===== config.mk =====
export PLATFORM = sky130hd
export DESIGN_NAME = dsc_sequencer
export DESIGN_NICKNAME = d
export VERILOG_FILES = /design/src/design/dsc_pkg.sv /design/src/design/dsc_sequencer.sv
export SDC_FILE = /design/constraint.sdc
export NUM_CORES = 1
export LEC_CHECK = 0
export BUFFER_PORTS_ARGS = -buffer_cell sky130_fd_sc_hd__buf_4
export CAP_MARGIN = 25
export CORE_MARGIN = 3
export CORE_UTILIZATION = 30
export CTS_BUF_LIST = sky130_fd_sc_hd__clkbuf_4 sky130_fd_sc_hd__clkbuf_8
export DETAILED_ROUTE_END_ITERATION = 16
export GPL_ROUTABILITY_DRIVEN = 1
export SLEW_MARGIN = 20
export SYNTH_ARGS = -nofsm -noshare
export SYNTH_HDL_FRONTEND = slang
export SYNTH_SLANG_ARGS = --single-unit

===== constraint.sdc =====
create_clock -name clock -period 2.5 [get_ports clock]
set_input_delay 0.375 -clock clock [delete_from_list [all_inputs] [get_ports clock]]
set_output_delay 0.375 -clock clock [all_outputs]
set_load 0.005 [all_outputs]

===== src/design/dsc_pkg.sv =====
// package for the drive sequencing control word block
// assumes one 20 MHz clock and an Avalon-MM register slave
package dsc_pkg;
	// sequencing states, in reported order
	typedef enum logic [2:0] {
		ST_START_DISABLED,
		ST_START_ENABLED,
		ST_SWITCHED_ON,
		ST_READY,
		ST_ENABLED,
		ST_FSTOP_ACTIVE,
		ST_TRIP_ACTIVE,
		ST_TRIPPED
	} dsc_state_e;

	// register word offsets (byte addresses)
	localparam logic [3:0] OFF_CONTROL = 4'h0;
	localparam logic [3:0] OFF_STATUS  = 4'h4;
	localparam logic [3:0] OFF_STATE   = 4'h8;
	localparam logic [3:0] OFF_CONFIG  = 4'hc;

	// control word field positions
	localparam int CW_SWITCH_ON  = 0;
	localparam int CW_NOT_COAST  = 1;
	localparam int CW_NOT_QUICK  = 2;
	localparam int CW_ENABLE_OP  = 3;
	localparam int CW_FAULT_CLR  = 7;

	// status word field positions
	localparam int SW_START_OK   = 0;
	localparam int SW_SWITCHED   = 1;
	localparam int SW_RUNNING    = 2;
	localparam int SW_FAULT      = 3;
	localparam int SW_NOT_COAST  = 4;
	localparam int SW_NOT_QUICK  = 5;
	localparam int SW_INHIBIT    = 6;
	localparam int SW_REMOTE     = 9;
	localparam int SW_SETPOINT   = 10;
	localparam int SW_LIMIT      = 11;

	// config register field positions
	localparam int CF_REMOTE_MODE = 0;
	localparam int CF_COMMS_SEL   = 1;
	localparam int CF_COAST_FSTOP = 2;

	// reset values
	localparam logic [15:0] CONTROL_RESET = 16'h0000;
	localparam logic [2:0]  CONFIG_RESET  = 3'h0;

	// contactor close timeout
	localparam int CLK_HZ            = 20000000;
	localparam int CONTACTOR_TMO_S   = 10;
	localparam int CONTACTOR_TMO_CYC = CLK_HZ * CONTACTOR_TMO_S;

	// local sequencing inputs grouped together
	typedef struct packed {
		logic forwardMotion;   // run request
		logic inchRequest;     // jog request
		logic notCoastStop;    // coast-stop release
		logic notFastStop;     // fast-stop release
		logic driveEnable;     // enable request
		logic faultClear;      // trip reset
	} dsc_cmd_s;

	// plant feedback flags grouped together
	typedef struct packed {
		logic trip;            // any trip source
		logic contactorClosed; // contactor feedback
		logic defluxed;        // motor deflux done
		logic stopDone;        // stopping sequence complete
		logic fastStopExpired; // fast-stop timer expired
		logic atZeroSetpoint;  // drive at zero setpoint
		logic stackQuenched;   // power stack off
		logic rampIdle;        // reference ramp not ramping
		logic vectorMode;      // vector control selected
		logic torqueLimit;     // speed loop at torque limit
		logic currentLimit;    // open loop current limit
	} dsc_fb_s;
endpackage


===== src/design/dsc_sequencer.sv =====
// drive sequencing state machine with fieldbus control and status words
// assumes plain flags from ramp, trip and contactor logic; all pass two flops
// Notes on behaviour
// - state reported as 3-bit enumeration
// - lowest numbered exit wins on conflict
// - start disabled to enabled when idle, released
// - start enabled drops back on stop input
// - switched on trips, including contactor timeout
// - switched on to ready when contactor, defluxed
// - switched on/ready back when no request
// - switched on/ready disabled on stop input
// - trip to trip active, quenched to tripped
// - enabled: coast disables, fast stop active
// - enabled back when idle and stopped
// - fast stop ends on timer, coast, zero
// - tripped clears on reset rising, no trip
// - remote mode takes run and trip reset from command word only
// - bit 0 is forward run only
// - bits 1,2,3 ANDed with local inputs
// - bit 7 is the trip reset
// - status 0..3 mirror sequencer outputs
// - status 4,5 echo command or inputs
// - status 6 only in start disabled
// - status 9 remote and comms select
// - status 10 when ramp idle
// - status 11 on torque or current limit
// - unsupported status bits read zero
`timescale 1ns/1ns
module dsc_sequencer #(
	parameter int CONTACTOR_TMO = dsc_pkg::CONTACTOR_TMO_CYC
) (
	input  wire logic              clock,
	input  wire logic              resetn,
	// avalon-mm slave
	input  wire logic [3:0]        address,
	input  wire logic              read,
	input  wire logic              write,
	input  wire logic [31:0]       writedata,
	output logic [31:0]            readdata,
	output logic                   waitrequest,
	// local sequencing inputs and plant flags (asynchronous)
	input  wire dsc_pkg::dsc_cmd_s localCmd,
	input  wire dsc_pkg::dsc_fb_s  plantFb,
	// sequencer outputs
	output logic [2:0]             seqState,
	output logic [15:0]            statusWord
);
	// two-flop synchronisers for the local and plant flag inputs
	localparam int CW = $bits(dsc_pkg::dsc_cmd_s);
	localparam int FW = $bits(dsc_pkg::dsc_fb_s);
	logic [CW-1:0]        cmdMeta_reg;   // first stage, read only by second
	logic [CW-1:0]        cmdSync_reg;
	logic [FW-1:0]        fbMeta_reg;
	logic [FW-1:0]        fbSync_reg;
	dsc_pkg::dsc_cmd_s    loc;
	dsc_pkg::dsc_fb_s     fb;

	// registers
	logic [15:0]          control_reg;    // drive_control_word
	logic [2:0]           config_reg;     // remote mode, comms select, coast method
	dsc_pkg::dsc_state_e  state_reg;
	dsc_pkg::dsc_state_e  state_next;
	logic                 resetPrev_reg;  // last trip reset level
	logic [31:0]          timer_reg;      // time spent in switched on
	logic                 ack_reg;        // bus answer pending
	logic [15:0]          status_next;

	// synchroniser process
	always_ff @(posedge clock or negedge resetn)
	begin
		if (!resetn)
		begin
			cmdMeta_reg <= '0;
			cmdSync_reg <= '0;
			fbMeta_reg  <= '0;
			fbSync_reg  <= '0;
		end
		else
		begin
			cmdMeta_reg <= localCmd;
			cmdSync_reg <= cmdMeta_reg;
			fbMeta_reg  <= plantFb;
			fbSync_reg  <= fbMeta_reg;
		end
	end
	assign loc = dsc_pkg::dsc_cmd_s'(cmdSync_reg);
	assign fb  = dsc_pkg::dsc_fb_s'(fbSync_reg);

	// effective sequencing inputs, local or from the command word
	wire remoteMode = config_reg[dsc_pkg::CF_REMOTE_MODE];
	// bit 0 alone runs; inch request is forced off remotely
	wire runReq     = remoteMode ? control_reg[dsc_pkg::CW_SWITCH_ON]
	                             : loc.forwardMotion;
	wire jogReq     = remoteMode ? 1'b0 : loc.inchRequest;
	wire notCoast   = remoteMode ? (control_reg[dsc_pkg::CW_NOT_COAST] & loc.notCoastStop)
	                             : loc.notCoastStop;
	wire notFast    = remoteMode ? (control_reg[dsc_pkg::CW_NOT_QUICK] & loc.notFastStop)
	                             : loc.notFastStop;
	wire enableReq  = remoteMode ? (control_reg[dsc_pkg::CW_ENABLE_OP] & loc.driveEnable)
	                             : loc.driveEnable;
	wire faultClr   = remoteMode ? control_reg[dsc_pkg::CW_FAULT_CLR]
	                             : loc.faultClear;
	wire anyReq     = runReq | jogReq;
	wire stopInput  = ~notCoast | ~notFast;
	wire resetRise  = faultClr & ~resetPrev_reg;
	// contactor feedback lost counts as a trip from ready onward
	wire tripLive   = fb.trip | ~fb.contactorClosed;
	wire contactTmo = (timer_reg >= CONTACTOR_TMO - 1);
	wire coastMeth  = config_reg[dsc_pkg::CF_COAST_FSTOP];

	// next state; branches ordered by transition number
	always_comb
	begin
		state_next = state_reg;
		unique case (state_reg)
			dsc_pkg::ST_START_DISABLED:
			begin
				if (fb.trip)
					state_next = dsc_pkg::ST_TRIP_ACTIVE;
				else if (!anyReq && notFast && notCoast)
					state_next = dsc_pkg::ST_START_ENABLED;
			end
			dsc_pkg::ST_START_ENABLED:
			begin
				if (fb.trip)
					state_next = dsc_pkg::ST_TRIP_ACTIVE;
				else if (stopInput)
					state_next = dsc_pkg::ST_START_DISABLED;
				else if (anyReq)
					state_next = dsc_pkg::ST_SWITCHED_ON;
			end
			dsc_pkg::ST_SWITCHED_ON:
			begin
				if (fb.trip || (!fb.contactorClosed && contactTmo))
					state_next = dsc_pkg::ST_TRIP_ACTIVE;
				else if (stopInput)
					state_next = dsc_pkg::ST_START_DISABLED;
				else if (!anyReq)
					state_next = dsc_pkg::ST_START_ENABLED;
				else if (fb.contactorClosed && fb.defluxed)
					state_next = dsc_pkg::ST_READY;
			end
			dsc_pkg::ST_READY:
			begin
				if (tripLive)
					state_next = dsc_pkg::ST_TRIP_ACTIVE;
				else if (stopInput)
					state_next = dsc_pkg::ST_START_DISABLED;
				else if (!anyReq)
					state_next = dsc_pkg::ST_START_ENABLED;
				else if (enableReq)
					state_next = dsc_pkg::ST_ENABLED;
			end
			dsc_pkg::ST_ENABLED:
			begin
				if (tripLive)
					state_next = dsc_pkg::ST_TRIP_ACTIVE;
				else if (!notCoast)
					state_next = dsc_pkg::ST_START_DISABLED;
				else if (!notFast)
					state_next = dsc_pkg::ST_FSTOP_ACTIVE;
				else if (!anyReq && fb.stopDone)
					state_next = dsc_pkg::ST_START_ENABLED;
				else if (!enableReq)
					state_next = dsc_pkg::ST_READY;
			end
			dsc_pkg::ST_FSTOP_ACTIVE:
			begin
				if (tripLive)
					state_next = dsc_pkg::ST_TRIP_ACTIVE;
				else if (fb.fastStopExpired || coastMeth || fb.atZeroSetpoint)
					state_next = dsc_pkg::ST_START_DISABLED;
			end
			dsc_pkg::ST_TRIP_ACTIVE:
			begin
				if (fb.stackQuenched)
					state_next = dsc_pkg::ST_TRIPPED;
			end
			dsc_pkg::ST_TRIPPED:
			begin
				if (!fb.trip && resetRise)
					state_next = dsc_pkg::ST_START_DISABLED;
			end
		endcase
	end

	// state, contactor timer and reset edge history
	always_ff @(posedge clock or negedge resetn)
	begin
		if (!resetn)
		begin
			state_reg     <= dsc_pkg::ST_START_DISABLED;
			timer_reg     <= '0;
			resetPrev_reg <= 1'b0;
		end
		else
		begin
			state_reg     <= state_next;
			resetPrev_reg <= faultClr;
			// counts only while held in switched on; saturates at timeout
			if (state_reg != dsc_pkg::ST_SWITCHED_ON || state_next != state_reg)
				timer_reg <= '0;
			else if (!contactTmo)
				timer_reg <= timer_reg + 32'h1;
		end
	end

	// sequencer outputs decoded from the state
	wire inStartDis = (state_reg == dsc_pkg::ST_START_DISABLED);
	wire inTrip     = (state_reg == dsc_pkg::ST_TRIP_ACTIVE)
	               || (state_reg == dsc_pkg::ST_TRIPPED);
	wire startOk    = !inStartDis && (state_reg != dsc_pkg::ST_TRIPPED);
	wire switchedOn = !inStartDis && (state_reg != dsc_pkg::ST_START_ENABLED)
	               && (state_reg != dsc_pkg::ST_TRIPPED);
	wire running    = (state_reg == dsc_pkg::ST_ENABLED);
	wire remoteOk   = remoteMode & config_reg[dsc_pkg::CF_COMMS_SEL];
	wire limitHit   = fb.vectorMode ? fb.torqueLimit : fb.currentLimit;

	// status word assembly
	always_comb
	begin
		status_next = 16'h0000;
		status_next[dsc_pkg::SW_START_OK] = startOk;
		status_next[dsc_pkg::SW_SWITCHED] = switchedOn;
		status_next[dsc_pkg::SW_RUNNING]  = running;
		status_next[dsc_pkg::SW_FAULT]    = inTrip;
		status_next[dsc_pkg::SW_NOT_COAST] = remoteMode ?
			control_reg[dsc_pkg::CW_NOT_COAST] : loc.notCoastStop;
		status_next[dsc_pkg::SW_NOT_QUICK] = remoteMode ?
			control_reg[dsc_pkg::CW_NOT_QUICK] : loc.notFastStop;
		status_next[dsc_pkg::SW_INHIBIT]  = inStartDis;
		status_next[dsc_pkg::SW_REMOTE]   = remoteOk;
		status_next[dsc_pkg::SW_SETPOINT] = fb.rampIdle;
		status_next[dsc_pkg::SW_LIMIT]    = limitHit;
	end

	// bus decode; one wait cycle then answer
	wire busReq   = read | write;
	wire hitCtl   = (address == dsc_pkg::OFF_CONTROL);
	wire hitStat  = (address == dsc_pkg::OFF_STATUS);
	wire hitState = (address == dsc_pkg::OFF_STATE);
	wire hitCfg   = (address == dsc_pkg::OFF_CONFIG);
	wire doWrite  = write & ack_reg;
	// unmapped words read zero, writes dropped
	wire [31:0] readMux = hitCtl   ? {16'h0000, control_reg}
	                    : hitStat  ? {16'h0000, status_next}
	                    : hitState ? {29'h0, state_reg}
	                    : hitCfg   ? {29'h0, config_reg}
	                    : 32'h0000_0000;

	// ack toggles so each request gets exactly one low waitrequest
	always_ff @(posedge clock or negedge resetn)
	begin
		if (!resetn)
			ack_reg <= 1'b0;
		else
			ack_reg <= busReq & ~ack_reg;
	end

	// registers written by software; the remote controller owns bits 4-6,10
	always_ff @(posedge clock or negedge resetn)
	begin
		if (!resetn)
		begin
			control_reg <= dsc_pkg::CONTROL_RESET;
			config_reg  <= dsc_pkg::CONFIG_RESET;
		end
		else if (doWrite && hitCtl)
			control_reg <= writedata[15:0];
		else if (doWrite && hitCfg)
			config_reg  <= writedata[2:0];
	end

	// registered outputs
	always_ff @(posedge clock or negedge resetn)
	begin
		if (!resetn)
		begin
			readdata    <= 32'h0000_0000;
			waitrequest <= 1'b1;
			seqState    <= 3'h0;
			statusWord  <= 16'h0000;
		end
		else
		begin
			readdata    <= readMux;
			waitrequest <= ~(busReq & ~ack_reg);
			seqState    <= state_next;
			statusWord  <= status_next;
		end
	end
endmodule // dsc_sequencer


==> results.yml, run 1 <==
route:
  routed-via-count: 3531
  dr.pass1.iters: 4
  drt_wl_total_um: 10700
  viasPerCell: 4.71
  drt_iter0_drc: 239
  postRouteAntennaNets: 0
  wl_per_cell_um: 14.2
  drc: 0
timing:
  max_freq_ghz: 0.447
  maxSlewHeadroom_pct: 58.9
  rsz0062_at_grt: "false"
  period_share_pct: 89.5
  worstMarginPinSlew_ns: 0.601
  hold_viol: 0
  report.final.slew_viol_count: 0
  setup_tns_ns: 0
  min_period_ns: 2.24
  fin_skew_ns: 0.0133
  setup_viol: 0
cts:
  clkSlewWorstSetupHoldPaths_ns: 0.07
  clkSinkCount: 117
  post_cts_buffers: 0
  cts_tree: "done"
  cts_buffer_depth: 2
  cts_root_buf: "clkbuf_8"
  cts_buffers: 17
  cts_max_level: 4
  clk_latency_ns: 0.42
global_routing:
  grt_use_met1_pct: 15.6
  grt_pass1_wl_um: 17500
  grt_usage_pct: 12.2
  grt_use_met2_pct: 18.6
  gr-usage-met3_pct: 4.61
  first_global_vias: 3500
  grt_max_degree: 58
  grt.overflow.total: 0
  antenna_found_initial: 0
  busiest_layer: "met2"
logic_synthesis:
  synth_flop_cell: "dfrtp_1"
  synth-seq-cells: 117
  syn_inst: 433
  synthTopCellsByArea: "dfrtp_1, mux2_2, buf_4"
  synth_warnings: 0
  yosysTopAreaCell: "dfrtp_1"
  synth.distinct_cells: 61
  seq_area_frac_synth_pct: 58.3
  synth_area_um2: 5030
  synth_edf_count: 0
  yosys.area.top_type_share_pct: 57.7
  syn_area_per_cell_um2: 11.6
  synthArstFlopShare_pct: 100
cells_and_area:
  final_common_cell: "dfrtp_1"
  num-nets-final: 581
  diodes: 0
  drive_above_1_share_pct: 30.0
  areaGrowthSynthToFinish_pct: 25.6
  largest_reg_flops: 32
  layout_common_cells: "dfrtp_1, buf_4, nor2_1"
critical_path:
  crit_arrival_ns: 2.58
  cp.required_ns: 2.84
  cp_slowest_cell: "or4b_1"
  crit_path_end_kind: "register"
  cp_max_fo: 13
  path_class: "reg -> reg"
  cpPeakStageDelay_ns: 0.51
  path_cells: "ha_1, nand2_1, nor3_1, nor3_2, buf_4, o21ai_1, or4b_1, a21oi_1"
  start_kind: "register"
placement:
  finalWeightedCongestion: 0.818
  place_hpwl_um: 7620
  io_buffers: 70
power:
  netSwitchingPower_uw: 1290
  total_power_uw: 5160
  comb_power_share_pct: 17.1
  ir_drop_v: 0.000368
  p_clk_share_pct: 40.4
  p_leak_uw: 0.00278
  p_per_area_nw_per_um2: 817
  switching_share_pct: 24.9
  seq_power_share_pct: 42.4
  power.internal_uw: 3870
floorplan:
  core_area_um2: 16100
  rows: 46
  dieArea_um2: 18300
  die_y_um: 135
  ioPinCount: 109
  initial_core_util_pct: 31.2
  die_width_um: 135
flow_run:
  maxCapViolations: 0
min_path:
  hold_class: "in -> reg"
run_status:
  status: "finished, final reports clean"
==> critical path, delay by kind of cell, from the launching register on <==
kind | cells | cell delay [ns]
AOI/OAI and AO/OA | 2 | 0.36
adders and majority gates | 1 | 0.24
buffers and inverters | 1 | 0.23
DFF | 1 | 0.40
and+or+nand+nor | 4 | 0.93
==> cell usage after synthesis (all sizes together) (2+ instances only) <==
cell type  number
dfrtp         116
inv            16
and4            2
nor3            8
nor4            7
o21a            2
nand4           7
buf            30
o21bai          3
nand2          21
o32a            2
o211ai          7
o41ai           2
clkbuf          7
nor2b           5
a22o            7
o21ai          24
and2           12
or4             6
o31ai           6
xor2           10
or4b            2
or3             9
and3            4
mux2           22
mux4            3
nor2           35
nand3          11
or2             3
a21oi          25
==> routing by layer <==
layer / routed length, um / up-vias / part of all wire [%]
li1: - / 1675 / -
met1: 4950 / 1754 / 46
met2: 5020 / 98 / 47
met3: 624 / 4 / 5.8
met4: 76 / 0 / 0.71
met5: 0 / - / 0
==> power by group through the flow <==
stage | Sequential [uW] | Clock, uW | Combinational, uW
global placement | 2220 | 0 | 880
detailed placement | 2230 | 0 | 887
global route | 2210 | 2220 | 984
CTS | 2190 | 2130 | 894
floorplan | 2190 | 0 | 530
finish | 2190 | 2080 | 884
==> cells by family after synthesis <==
group | Yosys count | synth area share (%)
simple gates | 137 | 15.7
flops | 117 | 58.3
compound gates | 87 | 11.6
buf+inv | 53 | 5.80
mux | 26 | 6.47
xor+xnor | 11 | 1.92
fa+ha+maj | 1 | 0.249
other cells | 1 | 0.0746
==> worst paths after layout <==
kind	cells after the start	slack [ns]	to	startpoint
max	8	0.26	timer_reg[24]	timer_reg[0]
min	1	0.05	cmdMeta_reg[3]	localCmd[3]
max reg2reg	8	0.26	timer_reg[24]	timer_reg[0]
min reg2reg	0	0.34	fb[5]	fbMeta_reg[5]
max in group asynchronous	3	1.31	waitrequest	resetn
min in group asynchronous	2	0.41	timer_reg[14]	resetn
==> cell type report <==
| type | count | area, um^2 |
|---|---|---|
| Sequential cell | 117 | 2930 |
| Clock buffer | 21 | 283 |
| Timing Repair Buffer | 87 | 681 |
| Tap cell | 216 | 270 |
| Clock inverter | 9 | 199 |
| Fill cell | 1573 | 9800 |
| Multi-Input combinational cell | 284 | 1890 |
| Inverter | 16 | 60.1 |
==> metrics by stage <==
| step | area (um^2) | utilization (%) | hold slack, ns | setup WS, ns | instances |
|---|---|---|---|---|---|
| 2_1_floorplan | 5110 | - | 0.0794 | 0.524 | 454 |
| 3_3_place_gp | 5820 | 36.1 | 0.325 | 0.301 | 719 |
| 3_5_place_dp | 5820 | 36.1 | 0.326 | 0.279 | 719 |
| 4_1_cts | 6310 | 39.2 | 0.0230 | 0.250 | 750 |
| 5_1_grt | 6310 | 39.2 | 0.00902 | 0.150 | 750 |
| 6_report | 6310 | 39.2 | 0.0524 | 0.263 | 750 |
==> timing repair <==
| action | in CTS | in global routing |
|---|---|---|
| hold buffers | 1 | 0 |
| endpoints found under the hold margin | 26 | 0 |
| resized for setup | 0 | 0 |
No activity file was read; power rests on OpenSTA's default activity.
==> inputs of run 2 (changes only) <==
--- a/config.mk
+++ b/config.mk
@@ -7,6 +7,7 @@
 export LEC_CHECK = 0
 export BUFFER_PORTS_ARGS = -buffer_cell sky130_fd_sc_hd__buf_4
 export CAP_MARGIN = 25
+export CORE_ASPECT_RATIO = 0.75
 export CORE_MARGIN = 3
 export CORE_UTILIZATION = 30
 export CTS_BUF_LIST = sky130_fd_sc_hd__clkbuf_4 sky130_fd_sc_hd__clkbuf_8
==> run 2 against run 1 <==
  * Via count rose by 1.1%
  * Cell area fell by 1.3%
  * Total power shrank 4.5%
  * Clock power decreased by 11%
==> results.yml, run 2 (synthesis gave the netlist of run 1 again) <==
cells_and_area:
  layout_common_cells: "dfrtp_1, buf_4, nor2_1"
  fin_area_um2: 6230
  utilization_pct: 38.4
  largest_reg_flops: 32
  final_common_cell: "dfrtp_1"
  areaGrowthSynthToFinish_pct: 24.0
  fill_cells: 1606
  num-nets-final: 579
  diodes: 0
  drive_above_1_share_pct: 30.0
global_routing:
  antenna_found_initial: 0
  grt_pass1_wl_um: 18200
  grt.overflow.total: 0
  grt_usage_pct: 12.5
  first_global_vias: 3476
  grt_max_degree: 48
critical_path:
  crit_path_end_kind: "register"
  path_cells: "and4_4, and3b_1, o21ai_2, buf_4, o21ai_1, or4b_1, a21oi_1"
  path_class: "reg -> reg"
  critPathBufInv: 1
  r2r-end: "timer_reg[24]"
  cp_top_family: "simple AND/OR/NAND/NOR gates"
  cp.required_ns: 2.85
  crit-reg2reg-launch: "timer_reg[14]"
  cp_max_fo: 10
  cpPeakStageDelay_ns: 0.52
  regToRegSetupSlack_ns: 0.22
  start_kind: "register"
  r2r_cells: 7
  crit_arrival_ns: 2.64
  cp_slowest_cell: "or4b_1"
floorplan:
  dieArea_um2: 18400
  ioPinCount: 109
  initial_core_util_pct: 31.0
  rows: 40
  die_width_um: 155
  core_area_um2: 16200
  die_y_um: 118
timing:
  rsz0062_at_grt: "false"
  period_share_pct: 91.2
  hold_viol: 0
  maxSlewHeadroom_pct: 59.2
  setup_tns_ns: 0
  setup_viol: 0
  min_period_ns: 2.28
  fin_skew_ns: 0.0118
  max_freq_ghz: 0.438
  worstMarginPinSlew_ns: 0.606
  holdWs_ns: 0.0498
  report.final.slew_viol_count: 0
  worst_slack_ns: 0.219
power:
  p_per_area_nw_per_um2: 790
  p_leak_uw: 0.00273
  ir_drop_v: 0.000461
route:
  viasPerCell: 4.80
  postRouteAntennaNets: 0
  dr.pass1.iters: 4
  drt_wl_total_um: 11300
  drt_iter0_drc: 229
  wl_per_cell_um: 15.2
  routed-via-count: 3571
  drc: 0
min_path:
  hold_depth: 1
  hold_class: "in -> reg"
  whs_endpoint: "cmdMeta_reg[1]"
  min_from: "localCmd[1]"
cts:
  cts_root_buf: "clkbuf_8"
  cts_resized: 0
  clkSinkCount: 117
  clkSlewWorstSetupHoldPaths_ns: 0.08
  cts_tree: "done"
  cts_buffer_depth: 2
  cts_max_level: 4
  clk_latency_ns: 0.43
  cts_buffers: 17
placement:
  finalWeightedCongestion: 0.856
  pre_cts_slack_ns: 0.238
  io_buffers: 70
  place_area_um2: 5790
  place_hpwl_um: 8170
flow_run:
  maxCapViolations: 0
run_status:
  status: "finished, final reports clean"
-- run 2: cell count changes in the layout (fill, tap and decap cells not counted) --
cell and delta:
inv_6 +1, clkinvlp_4 +4, clkbuf_8 +1, buf_12 -1
buf_4 -1, bufinv_16 -3, clkbuf_4 -1
-- run 2: layer usage --
metal  GRT usage, %  wire length [um]  up-vias
met5              0                 0        -
met4           4.26               139        0
met3           3.05               482       11
met2           17.4              4900       90
met1           18.8              5800     1793
li1               -                 -     1677
-- run 2: worst max path at each step --
stage	end	cells past startpoint	startpoint
after floorplan	timer_reg[17]	7	timer_reg[0]
after global placement	timer_reg[5]	7	config_reg[0]
after detailed placement	timer_reg[24]	7	timer_reg[14]
after CTS	timer_reg[24]	7	timer_reg[14]
after global routing	timer_reg[15]	7	config_reg[0]
final	timer_reg[24]	7	timer_reg[14]
-- run 2: area by class of cell --
type / count / area [um^2] / share of cell area [%]
Clock buffer: 21 / 289 / 4.64
Clock inverter: 11 / 148 / 2.37
Inverter: 16 / 60.1 / 0.963
Multi-Input combinational cell: 284 / 1890 / 30.3
Sequential cell: 117 / 2930 / 47.0
Tap cell: 210 / 263 / 4.22
Timing Repair Buffer: 85 / 653 / 10.5
-- run 2: repair_timing --
item	in CTS	in global routing
hold endpoints to repair	37	0
setup buffers	0	0
hold buffers	1	0
-- run 2: report_power, final --
part / switching, uW / leakage, uW / internal (uW) / total [uW]
registers: 127 / 0.00150 / 2080 / 2200
clock network: 765 / 0.000210 / 1090 / 1860
logic: 461 / 0.00102 / 402 / 863
-- run 2: per-stage QoR --
step	power, uW	cells
floorplan	2720	454
global placement	3090	711
detailed placement	3100	711
CTS	4990	744
global route	5190	744
finish	4930	744
==> inputs of run 3 (changes only) <==
--- a/config.mk
+++ b/config.mk
@@ -5,6 +5,7 @@
 export SDC_FILE = /design/constraint.sdc
 export NUM_CORES = 1
 export LEC_CHECK = 0
+export ABC_AREA = 1
 export BUFFER_PORTS_ARGS = -buffer_cell sky130_fd_sc_hd__buf_4
 export CAP_MARGIN = 25
 export CORE_ASPECT_RATIO = 0.75
@@ -13,7 +14,6 @@
 export CTS_BUF_LIST = sky130_fd_sc_hd__clkbuf_4 sky130_fd_sc_hd__clkbuf_8
 export DETAILED_ROUTE_END_ITERATION = 16
 export GPL_ROUTABILITY_DRIVEN = 1
-export SLEW_MARGIN = 20
 export SYNTH_ARGS = -nofsm -noshare
 export SYNTH_HDL_FRONTEND = slang
 export SYNTH_SLANG_ARGS = --single-unit
==> run 3 against run 2 <==
  * Setup slack got worse by 0.011 ns
  * Sequential power about the same
  * Clock-buffer cell count decreased by 3
  * Critical endpoint is now timer_reg[20]
  * Highest routed layer unchanged
==> results.yml, run 3 <==
placement:
  place_area_um2: 5960
  io_buffers: 70
  place_hpwl_um: 8420
  dp_cells: 857
  finalWeightedCongestion: 0.877
cells_and_area:
  drive_above_1_share_pct: 23.6
  final_cells: 891
  fin_area_um2: 6430
  num-nets-final: 726
  utilization_pct: 39.1
  largest_reg_flops: 32
  areaGrowthSynthToFinish_pct: 24.1
  layout_common_cells: "nand2_1, dfrtp_1, buf_4"
  diodes: 0
power:
  p_leak_uw: 0.00310
  p_per_area_nw_per_um2: 792
  ir_drop_v: 0.000378
logic_synthesis:
  synth_area_um2: 5180
  synthTopCellsByArea: "dfrtp_1, nand2_1, nor2_1"
  synth.distinct_cells: 44
  syn_area_per_cell_um2: 9.08
  yosys.area.top_type_share_pct: 56.0
  synth_edf_count: 0
  yosysTopAreaCell: "dfrtp_1"
  synthArstFlopShare_pct: 100
  synth_common_cells: "dfrtp_1, nand2_1, nor2_1"
  synth.most_common_cell: "dfrtp_1"
  syn_inst: 571
  seq_area_frac_synth_pct: 56.5
  synth-seq-cells: 117
  synth_warnings: 0
  synth_flop_cell: "dfrtp_1"
global_routing:
  grt_max_degree: 61
  antenna_found_initial: 0
  grt_usage_pct: 12.9
  grt_pass1_wl_um: 19200
  grt_use_met1_pct: 20.1
  first_global_vias: 3809
  gr-usage-met3_pct: 3.86
  grt_use_met2_pct: 16.6
  grt.overflow.total: 0
  busiest_layer: "met1"
min_path:
  min_from: "plantFb[0]"
  hold_class: "in -> reg"
  whs_endpoint: "fbMeta_reg[0]"
  hold_depth: 1
critical_path:
  crit_path_end_kind: "register"
  r2r-end: "timer_reg[20]"
  cp.required_ns: 2.82
  critPathBufInv: 0
  path_class: "reg -> reg"
  cpPeakStageDelay_ns: 0.42
  cp_max_fo: 6
  regToRegSetupSlack_ns: 0.21
  start_kind: "register"
  crit_arrival_ns: 2.61
  cp_top_family: "simple AND/OR/NAND/NOR gates"
  r2r_cells: 15
  path_cells: "ha_1, nand3_1, nor2_2, nand2_1, nand2_1, nand2_1, nand2_2, nor3_4, nand3_2, nor2_4, nand4_1, nor2_1, nand3_1, nand2_1, nor2_1"
  startpoint: "timer_reg[0]"
  crit-reg2reg-launch: "timer_reg[0]"
  crit_top_cell: "nand2_1"
  cp_slowest_cell: "dfrtp_1"
route:
  dr.pass1.iters: 4
  drt_wl_total_um: 11300
  drc: 0
  routed-via-count: 3944
  postRouteAntennaNets: 0
  wl_per_cell_um: 12.7
  drt_iter0_drc: 228
  viasPerCell: 4.43
timing:
  rsz0062_at_grt: "false"
  setup_tns_ns: 0
  period_share_pct: 91.7
  max_freq_ghz: 0.436
  fin_skew_ns: 0.0115
  min_period_ns: 2.29
  report.final.slew_viol_count: 0
  worstMarginPinSlew_ns: 0.525
  hold_viol: 0
  setup_viol: 0
  maxSlewHeadroom_pct: 64.7
  holdWs_ns: 0.0497
floorplan:
  dieArea_um2: 18900
  core_area_um2: 16500
  die_width_um: 158
  die_y_um: 120
  initial_core_util_pct: 31.5
  ioPinCount: 109
  rows: 40
cts:
  cts_buffers: 17
  cts_buffer_depth: 2
  cts_tree: "done"
  clkSlewWorstSetupHoldPaths_ns: 0.07
  clk_latency_ns: 0.43
  cts_max_level: 4
  clkSinkCount: 117
  cts_root_buf: "clkbuf_8"
flow_run:
  maxCapViolations: 0
run_status:
  status: "finished, final reports clean"
## run 3: changes by cell type in the layout (fill, tap and decap cells not counted), moves of 9 or more
cell     change
and2_1      -12
inv_1       +56
mux2_2      -15
nand2_1     +94
nand3_1     +18
nor2_1      +43
or3_1        -9
## run 3: worst max path at each step
stage	to	slack (ns)	cells after the start
after detailed placement	timer_reg[12]	0.1	12
final	timer_reg[20]	0.21	15
after global placement	timer_reg[14]	0.16	12
after CTS	timer_reg[3]	0.08	12
after floorplan	timer_reg[20]	0.52	15
after global routing	timer_reg[26]	0.02	16
## run 3: area by class of cell
type / instances / area (um^2)
flip-flops and latches: 117 / 2930
multi-input cells: 365 / 1850
fillers: 1651 / 10000
inverters: 81 / 307
clock inverters: 14 / 176
clock buffers: 18 / 248
repair buffers: 86 / 661
well taps: 210 / 263
## run 3: through the flow
stage / total power [uW] / setup slack, ns
after floorplan: 2880 / 0.523
after global placement: 3270 / 0.160
after detailed placement: 3280 / 0.0996
after CTS: 5130 / 0.0834
after global routing: 5410 / 0.0220
final: 5090 / 0.208
## run 3: logic make-up (layout without fill, tap and decap cells)
group / Yosys count / after routing / synth area share, %
other: 1 / 22 / 0.0723
AND/OR/NAND/NOR: 261 / 261 / 22.6
adder cells (fa/ha/maj): 1 / 1 / 0.241
AO/OA/AOI/OAI: 65 / 65 / 7.60
buffers and inverters: 110 / 199 / 9.92
XOR/XNOR: 9 / 9 / 1.52
flip-flops: 117 / 117 / 56.5
multiplexers: 7 / 7 / 1.52
## run 3: power breakdown
| part | leakage, uW | total, uW | internal, uW | switching, uW |
|---|---|---|---|---|
| Sequential | 0.00148 | 2230 | 2080 | 155 |
| Combinational | 0.00142 | 1030 | 409 | 624 |
| Clock | 0.000198 | 1830 | 1020 | 806 |
## run 3: metal layers
metal,vias up,share of wire (%)
li1,1967,-
met1,1844,52
met2,125,40
met3,8,7.0
met4,0,0.97
met5,-,0
## run 3: timing repair
action | CTS | global route
endpoints found under the hold margin | 29 | 0
gates resized for setup | 0 | 11
endpoints found under the setup margin | 0 | 28
hold buffers | 1 | 0
buffers inserted | 0 | 1
